<file path="src/include/dcsw_pkg.sv">
// constants, field positions and state codes of the drive command and
// status word bank; shared by the core, the edge detector and the bench
package dcsw_pkg;
  localparam int DW = 16;
  localparam int AW = 8;
  // register offsets (byte addresses)
  localparam logic [AW-1:0] OFF_CMD = 8'h00;
  localparam logic [AW-1:0] OFF_STAT = 8'h04;
  localparam logic [AW-1:0] OFF_IRQ_STAT = 8'h08;
  localparam logic [AW-1:0] OFF_IRQ_MASK = 8'h0c;
  // command word fields
  localparam int CB_RAMP = 0;
  localparam int CB_FREE = 1;
  localparam int CB_FAST = 2;
  localparam int CB_START = 3;
  localparam int CB_CLEAR = 7;
  localparam int CB_VALID = 10;
  localparam int CB_LIFE = 11;
  localparam int CB_VIN_LO = 12;
  localparam logic [DW-1:0] CMD_USED_MASK = 16'hfc8f;
  localparam logic [DW-1:0] CMD_RESET = 16'h0000;
  // status word fields
  localparam int SB_READY = 0;
  localparam int SB_POWER = 1;
  localparam int SB_RUN = 2;
  localparam int SB_FAULT = 3;
  localparam int SB_FAST = 5;
  localparam int SB_WARN = 7;
  localparam int SB_FBCTL = 9;
  localparam int SB_PERMIT = 11;
  localparam int SB_LIFE = 15;
  localparam logic [DW-1:0] STAT_RSV_MASK = 16'h7550;
  localparam logic [DW-1:0] STAT_RESET = 16'h0000;
  // edge detector lanes
  localparam int EDGE_W = 5;
  localparam int EG_START = 0;
  localparam int EG_CLEAR = 1;
  localparam int EG_FAULT = 2;
  localparam int EG_WARN = 3;
  localparam int EG_FAST = 4;
  // interrupt status / mask layout
  localparam int IRQ_W = 5;
  localparam int IB_FAULT = 0;
  localparam int IB_WARN = 1;
  localparam int IB_FAST = 2;
  localparam int IB_START = 3;
  localparam int IB_LIFE = 4;
  localparam logic [IRQ_W-1:0] IRQ_RESET = 5'h00;
  typedef enum logic [1:0] {
    ST_IDLE = 2'b00,
    ST_RUN = 2'b01,
    ST_HALT = 2'b11,
    ST_INHIB = 2'b10
  } dcsw_state_t;
endpackage : dcsw_pkg

</file>
<file path="src/hdl/dcsw_sync.sv">
// two-stage synchroniser for one asynchronous level
// assumes the level is slow against sys_clk
`timescale 1ns/1ps
module dcsw_sync (
  input wire logic sys_clk,
  input wire logic rst_b,
  input wire logic async_in,
  output logic sync_out
);
  logic meta;

  always_ff @(posedge sys_clk) begin
    if (!rst_b) begin
      meta <= 1'b0;
      sync_out <= 1'b0;
    end else begin
      meta <= async_in;
      sync_out <= meta;
    end
  end
endmodule : dcsw_sync

</file>
<file path="src/hdl/dcsw_rise.sv">
// rising edge detector for a small vector of same-clock levels
// assumes its inputs are already in the sys_clk domain
`timescale 1ns/1ps
module dcsw_rise
  import dcsw_pkg::*;
(
  input wire logic sys_clk,
  input wire logic rst_b,
  input wire logic [EDGE_W-1:0] level,
  output logic [EDGE_W-1:0] rise
);
  logic [EDGE_W-1:0] prev;

  always_ff @(posedge sys_clk) begin
    if (!rst_b) begin
      prev <= '0;
    end else begin
      prev <= level;
    end
  end

  assign rise = level & ~prev;
endmodule : dcsw_rise

</file>
<file path="src/hdl/dcsw_core.sv">
// drive command word decode and drive status word composition
// assumes drive conditions arrive on sys_clk, run permit from a pin,
// and software on a simple strobe port with one-cycle read latency
//
// The placing of the registers and strobed register access are this design's own decisions.
`timescale 1ns/1ps

// Functional notes
// - data valid low holds last processed word
// - commands act only under fieldbus control; the code gates only bits 0..3 and 7 by it
// - received sign-of-life echoed into status 15
// - bits 12..15 are four virtual inputs
// - ready-to-start cleared by fault or halts
// - status 1 shows power stage ready
// - status 2 shows drive running
// - status 3 fault; fault inhibits switching on
// - status 5 fast halt; restart needs start
// - status 7 shows any active warning
// - status 9 shows fieldbus control active
// - status 11 follows run permit input
// - start on rising bit 3, stop when low
// - rising bit 7 clears events, even with a fault; leaving fault inhibit needs bit 0 low
// - bit 1 low makes drive coast
// - bit 2 low requests fast halt
module dcsw_core
  import dcsw_pkg::*;
(
  input wire logic sys_clk,
  input wire logic rst_b,
  input wire logic [AW-1:0] addr,
  input wire logic [DW-1:0] wdata,
  input wire logic wr,
  input wire logic rd,
  output logic [DW-1:0] rdata,
  input wire logic fb_ctrl,
  input wire logic fault_active,
  input wire logic warning_active,
  input wire logic power_ready,
  input wire logic drive_running,
  input wire logic fast_halt_other,
  input wire logic run_permit_pin,
  output logic run_cmd,
  output logic ramp_halt_cmd,
  output logic freewheel_cmd,
  output logic fast_halt_cmd,
  output logic event_clear,
  output logic cmd_bit12_source,
  output logic cmd_bit13_source,
  output logic cmd_bit14_source,
  output logic cmd_bit15_source,
  output logic irq
);
  logic [DW-1:0] cmd_rx;
  logic [DW-1:0] cmd_act;
  logic [DW-1:0] status_word;
  logic [DW-1:0] next_status;
  logic [IRQ_W-1:0] irq_stat;
  logic [IRQ_W-1:0] irq_mask;
  logic [IRQ_W-1:0] irq_evt;
  logic [EDGE_W-1:0] lvl;
  logic [EDGE_W-1:0] rise;
  logic life_prev;
  logic permit;
  dcsw_state_t state;
  dcsw_state_t next_state;

  wire sel_cmd = (addr == OFF_CMD);
  wire sel_stat = (addr == OFF_STAT);
  wire sel_ist = (addr == OFF_IRQ_STAT);
  wire sel_imask = (addr == OFF_IRQ_MASK);
  wire cmd_wr = wr && sel_cmd;

  dcsw_sync u_permit (
    .sys_clk(sys_clk),
    .rst_b(rst_b),
    .async_in(run_permit_pin),
    .sync_out(permit)
  );

  always_ff @(posedge sys_clk) begin
    if (!rst_b) begin
      cmd_rx <= CMD_RESET;
      cmd_act <= CMD_RESET;
    end else if (cmd_wr) begin
      cmd_rx <= wdata;
      if (wdata[CB_VALID]) begin
        cmd_act <= wdata & CMD_USED_MASK;
      end
    end
  end

  // gate by control place
  // halt bits are active low, so a foreign control place sees them idle
  wire fb_ramp = fb_ctrl && !cmd_act[CB_RAMP];
  wire fb_free = fb_ctrl && !cmd_act[CB_FREE];
  wire fb_fast = fb_ctrl && !cmd_act[CB_FAST];
  wire fb_start = fb_ctrl && cmd_act[CB_START];
  wire fb_clear = fb_ctrl && cmd_act[CB_CLEAR];
  // start low stops, but only under fieldbus control
  wire fb_stop = fb_ctrl && !cmd_act[CB_START];
  wire fast_any = fb_fast || fast_halt_other;

  assign lvl[EG_START] = fb_start;
  assign lvl[EG_CLEAR] = fb_clear;
  assign lvl[EG_FAULT] = fault_active;
  assign lvl[EG_WARN] = warning_active;
  assign lvl[EG_FAST] = fast_any;

  dcsw_rise u_rise (
    .sys_clk(sys_clk),
    .rst_b(rst_b),
    .level(lvl),
    .rise(rise)
  );

  wire any_halt = fb_ramp || fb_free || fast_any;
  wire start_ok = rise[EG_START] && !any_halt && !fault_active;
  // fault acknowledged by ramp bit low
  wire inhib_ack = !fault_active && fb_ramp;

  always_comb begin
    next_state = state;
    case (state)
      ST_IDLE: begin
        if (start_ok) begin
          next_state = ST_RUN;
        end
      end
      ST_RUN: begin
        if (fast_any) begin
          next_state = ST_HALT;
        end else if (fb_stop || fb_ramp || fb_free) begin
          next_state = ST_IDLE;
        end
      end
      ST_HALT: begin
        if (!fast_any) begin
          next_state = ST_IDLE;
        end
      end
      ST_INHIB: begin
        if (inhib_ack) begin
          next_state = ST_IDLE;
        end
      end
      default: begin
        next_state = ST_IDLE;
      end
    endcase
    if (fault_active) begin
      next_state = ST_INHIB;
    end
  end

  always_ff @(posedge sys_clk) begin
    if (!rst_b) begin
      state <= ST_IDLE;
    end else begin
      state <= next_state;
    end
  end

  assign run_cmd = (state == ST_RUN);
  assign ramp_halt_cmd = fb_ramp;
  assign freewheel_cmd = fb_free;
  assign fast_halt_cmd = fast_any;
  assign event_clear = rise[EG_CLEAR];

  // virtual inputs
  // these feed function selection, so they follow data valid but
  // not the control place
  assign cmd_bit12_source = cmd_act[CB_VIN_LO];
  assign cmd_bit13_source = cmd_act[CB_VIN_LO+1];
  assign cmd_bit14_source = cmd_act[CB_VIN_LO+2];
  assign cmd_bit15_source = cmd_act[CB_VIN_LO+3];

  always_comb begin
    next_status = '0;
    next_status[SB_READY] = !fault_active && !any_halt &&
      (state != ST_INHIB);
    next_status[SB_POWER] = power_ready;
    next_status[SB_RUN] = drive_running;
    next_status[SB_FAULT] = fault_active;
    next_status[SB_FAST] = fast_any;
    next_status[SB_WARN] = warning_active;
    next_status[SB_FBCTL] = fb_ctrl;
    next_status[SB_PERMIT] = permit;
    // sign-of-life echo
    // taken from the raw word so the echo works even with data invalid
    next_status[SB_LIFE] = cmd_rx[CB_LIFE];
  end

  always_ff @(posedge sys_clk) begin
    if (!rst_b) begin
      status_word <= STAT_RESET;
    end else begin
      status_word <= next_status;
    end
  end

  always_ff @(posedge sys_clk) begin
    if (!rst_b) begin
      life_prev <= 1'b0;
    end else begin
      life_prev <= cmd_rx[CB_LIFE];
    end
  end

  assign irq_evt[IB_FAULT] = rise[EG_FAULT];
  assign irq_evt[IB_WARN] = rise[EG_WARN];
  assign irq_evt[IB_FAST] = rise[EG_FAST];
  assign irq_evt[IB_START] = start_ok && (state == ST_IDLE);
  assign irq_evt[IB_LIFE] = life_prev != cmd_rx[CB_LIFE];

  wire [IRQ_W-1:0] w1c = (wr && sel_ist) ? wdata[IRQ_W-1:0] : '0;

  // set wins over a same-cycle clear
  always_ff @(posedge sys_clk) begin
    if (!rst_b) begin
      irq_stat <= IRQ_RESET;
      irq_mask <= IRQ_RESET;
    end else begin
      irq_stat <= (irq_stat & ~w1c) | irq_evt;
      if (wr && sel_imask) begin
        irq_mask <= wdata[IRQ_W-1:0];
      end
    end
  end

  assign irq = |(irq_stat & irq_mask);

  wire [DW-1:0] rd_mux =
    sel_cmd ? cmd_rx :
    sel_stat ? status_word :
    sel_ist ? {{(DW-IRQ_W){1'b0}}, irq_stat} :
    sel_imask ? {{(DW-IRQ_W){1'b0}}, irq_mask} : '0;

  // read data stand only in the cycle after the strobe
  always_ff @(posedge sys_clk) begin
    if (!rst_b) begin
      rdata <= '0;
    end else if (rd) begin
      rdata <= rd_mux;
    end else begin
      rdata <= '0;
    end
  end

  AST_DATA_HOLD:
  assert property (@(posedge sys_clk) disable iff (!rst_b)
    cmd_wr && !wdata[CB_VALID] |=> $stable(cmd_act))
    else $error("invalid data changed the applied word");

  AST_DATA_TAKE:
  assert property (@(posedge sys_clk) disable iff (!rst_b)
    cmd_wr && wdata[CB_VALID] |=>
      cmd_act == ($past(wdata) & CMD_USED_MASK))
    else $error("valid data not applied or reserved bits kept");

  AST_LIFE_ECHO:
  assert property (@(posedge sys_clk) disable iff (!rst_b)
    cmd_wr ##1 1'b1 |=> status_word[SB_LIFE] == $past(wdata[CB_LIFE], 2))
    else $error("sign-of-life echo wrong");

  AST_NO_CTRL:
  assert property (@(posedge sys_clk) disable iff (!rst_b)
    !fb_ctrl && !fast_halt_other && state == ST_IDLE |=> state != ST_RUN)
    else $error("start taken without fieldbus control");

  AST_READY_CLR:
  assert property (@(posedge sys_clk) disable iff (!rst_b)
    fault_active || fb_ramp || fb_free || fast_any |=>
      !status_word[SB_READY])
    else $error("ready flag set while halted or faulted");

  AST_FAULT_INHIB:
  assert property (@(posedge sys_clk) disable iff (!rst_b)
    fault_active |=> state == ST_INHIB && status_word[SB_FAULT])
    else $error("fault did not inhibit switching on");

  AST_FAST_RESTART:
  assert property (@(posedge sys_clk) disable iff (!rst_b)
    state == ST_HALT |=> state != ST_RUN)
    else $error("ran again after fast halt without new start");

  AST_FAST_FLAG:
  assert property (@(posedge sys_clk) disable iff (!rst_b)
    fast_halt_other |=> status_word[SB_FAST])
    else $error("fast halt from other source not shown");

  AST_PERMIT:
  assert property (@(posedge sys_clk) disable iff (!rst_b)
    $rose(run_permit_pin) ##1 run_permit_pin[*2] |=>
      status_word[SB_PERMIT])
    else $error("run permit not reflected in time");

  AST_START:
  assert property (@(posedge sys_clk) disable iff (!rst_b)
    state == ST_IDLE && start_ok && !fault_active |=> run_cmd)
    else $error("start edge did not start the drive");

  AST_STOP:
  assert property (@(posedge sys_clk) disable iff (!rst_b)
    state == ST_RUN && fb_stop && !fault_active |=> !run_cmd)
    else $error("start low did not stop the drive");

  AST_RESERVED:
  assert property (@(posedge sys_clk) disable iff (!rst_b)
    (status_word & STAT_RSV_MASK) == '0)
    else $error("reserved status bit set");

  AST_STAT_READ:
  assert property (@(posedge sys_clk) disable iff (!rst_b)
    rd && sel_stat |=> rdata == $past(status_word))
    else $error("status read not coherent");

  AST_RD_IDLE:
  assert property (@(posedge sys_clk) disable iff (!rst_b)
    !rd |=> rdata == '0)
    else $error("read data stood outside the read cycle");
endmodule : dcsw_core

</file>
<file path="config.mk">
export PLATFORM = sky130hd
export DESIGN_NAME = dcsw_core
export DESIGN_NICKNAME = d
export VERILOG_FILES = /design/src/include/dcsw_pkg.sv /design/src/hdl/dcsw_sync.sv /design/src/hdl/dcsw_rise.sv /design/src/hdl/dcsw_core.sv
export SDC_FILE = /design/constraint.sdc
export NUM_CORES = 1
export LEC_CHECK = 0
export BUFFER_PORTS_ARGS = -buffer_cell sky130_fd_sc_hd__buf_2
export CORE_UTILIZATION = 53
export DETAILED_ROUTE_END_ITERATION = 12
export PLACE_DENSITY = 0.79
export SYNTH_ARGS = -nofsm -noshare
export SYNTH_HDL_FRONTEND = slang
export SYNTH_HIERARCHICAL = 1
export SYNTH_SLANG_ARGS = --single-unit
</file>
<file path="constraint.sdc">
create_clock -name sys_clk -period 2.2 [get_ports sys_clk]
set_input_delay 0.22 -clock sys_clk [delete_from_list [all_inputs] [get_ports sys_clk]]
set_output_delay 0.22 -clock sys_clk [all_outputs]
set_load 0.005 [all_outputs]
</file>
==> metrics <==
All-Layer GR Usage 22.64%; TritonCTS buffer count 9; H-tree depth 3; PnR worst setup slack 0.7034 ns; worst min-delay path category in -> reg; async set-or-reset flop fraction in the synthesized netlist 0%; Port Buffers 60; top-area cell type share of the netlist area a little over half; diode count 0; final net count 363; post-CTS sizing 0; Setup Viol. Count Final 0; Worst R2R Path Depth 3; pre-CTS setup slack 0.3764 ns; Placer Congestion between 0.7 and 0.8; crit start category flop; Cells after Synth 264; area occupied by multi-input gates 0.001140 sq mm; WP buf/inv 1; Syn Nets 299; Clk pwr share 40.7%; largest stage delay on the critical path between 0.3 and 0.4 ns; CP max-delay cell a222oi_1; Hold-fix buffers, CTS 0; num ports 61; worst-skew pair later-pin latency about 0.33 ns; First DRT Iteration DRCs roughly 140; Main synth FF type dfxtp_1; Die Area between 0.005 and 0.006 sq mm; Post-synth EDFFs 0; vias in the first global route ~1,900; reg-to-reg slack, setup approximately 0.94 ns; Distinct cells, synth 33; Comb pwr share roughly 5.4%; Power per Cell Area 744.7 mW/mm^2; Detail Route Antenna Nets 0; Static Leakage between 0.0015 and 0.002 uW; Core Util, Final 66.84%; via count 2,021; Die Span Y between 70 and 80 microns; fin. max-slew vios 0; Syn Area/Cell 9.995 sq um; layout cell share with drive strength beyond 1 26.13%; CTS tree yes; crit-path cells a222oi_1 > nand2_1 > buf_2; WS Path Type reg -> out; vias per cell about 5.1; Critical Path RT 1.98 ns; actual slew at the worst max-slew pin 0.3878 ns; Net Sw Frac 21.38%; Worst Path Max Fanout 3; first-pass GRT wire length 8921 microns; Remaining DRCs 0; CP Depth 3; critical path capture point type output port; Internal 1861 uW; maximum vdd drop 0.4317 mV; clock tree buffer depth 2; reg2reg start cmd_act[2]; Worst setup endpoint irq; Reg clk slew, reported paths 0.06 ns; synthesis-to-layout area growth 20.44%; Setup TNS 0 ns; Max Cap Viol 0; fill count 396; status finished clean; final hold viol count 0; # rows 25; Sw Pwr 506.0 uW; wire per inst 13.39 microns; fin crit period approximately 1.5 ns; mapped cell area 0.002639 sq mm; fmax 668.2 MHz; register area ~0.0014 sq mm; slew margin rel. about three quarters; Yosys reg bits 69; Core Region roughly 0.0048 sq mm; most common cell after layout, fill and taps aside dfxtp_1; register area share after synthesis 52.35%; RSZ-0062 raised after global routing false; largest net degree at the start of global routing 41; Initial Util 55.50%; DRT Pass-1 Iters 4; wirelength, routed 5355 microns; CTS Root Cell clkbuf_8; grt ovf 0; CP top delay family compound AO/OA/AOI/OAI gates; critical path arrival 1.28 ns; fin crit share between 60% and 70%; DIE WIDTH approximately 73 microns; sequential power share 53.9%; initial antenna violation count 0; Final Skew 0.006170 ns; commonest cells after routing, fill and taps aside 69 x dfxtp_1, 60 x buf_2, 46 x nand2_1, 34 x mux2i_1, 21 x and2_1; crit path from irq_stat[3]; Synth area leader dfxtp_1; FF-to-FF End irq_stat[3]; hpwl dp 3799 microns; final hold slack 0.08826 ns; clk sinks 69; Warnings, synthesis 6; Post-CTS Setup Repair Bufs 0; hold_sp wdata[0]; top cells by area, synth dfxtp_1 52%, mux2i_1 13%, nand2_1 6.5%, and2_1 5.0%, mux4_2 3.4%
how the worst min path moves through the flow:
stage / endpoint / slack [ns] / depth (start not counted)
floorplan: status_word[0] / 0.31 / 1
global placement: u_permit/sync_out / 0.42 / 1
detailed placement: status_word[11] / 0.43 / 1
CTS: irq_stat[2] / 0.08 / 2
global route: irq_stat[2] / 0.09 / 2
finish: irq_stat[0] / 0.09 / 2
power groups by stage:
stage / clock network [uW] / logic, uW / registers (uW)
floorplan: 0 / 74.1 / 1300
global placement: 0 / 126 / 1300
detailed placement: 0 / 128 / 1300
CTS: 983 / 129 / 1270
global route: 1040 / 143 / 1280
finish: 964 / 128 / 1280
final cells by class:
class	instances	area share, %
multi-input combinational	172	35.87
sequential	69	43.46
inverter	10	1.181
tap	67	2.638
clock buffer	16	5.984
timing repair buffer	66	10.87
synth_stat cells (2+ instances only):
cell type,count
nor2b_1,12
and2_1,21
o31ai_1,2
nand3b_1,2
or3_1,5
nand2b_1,2
mux4_2,4
inv_1,10
or4_4,2
clkbuf_1,6
buf_6,4
nand3_1,3
mux2i_1,34
nor2_1,11
or2_2,2
o21ai_0,7
dfxtp_1,69
a31oi_1,4
buf_1,2
a21oi_1,3
nand2_1,46
nor4_1,2
through the flow:
step           cells  instance area, sq um  power, uW
2_1_floorplan    264                  2639       1374
3_3_place_gp     384                  2988       1429
3_5_place_dp     384                  2988       1431
4_1_cts          400                  3178       2387
5_1_grt          400                  3178       2463
6_report         400                  3178       2367
cells by family after synthesis:
group,after synthesis,synth area share (%)
compound gates,23,5.547
xor+xnor,1,0.3320
buf+inv,23,4.457
flops,69,52.35
mux,38,16.31
simple gates,110,21.00
metal layers:
metal  up-vias  wire, microns  GRT usage (%)  part of all wire [%]
met5         -              0              0                     0
met4         0             70          11.33                   1.3
met3         7            280          4.306                   5.2
met2        60           2582          35.62                    48
met1       938           2421          29.83                    45
li1       1016              -              -                     -
flip-flops by register name (all words and copies together) (netlist names):
register and flops:
cmd_rx 16, rdata 16, cmd_act 9, status_word 9, irq_mask 5, irq_stat 5
u_rise/prev 5, state 2, u_permit/meta 1, u_permit/sync_out 1
No activity file was read; power rests on OpenSTA's default activity.
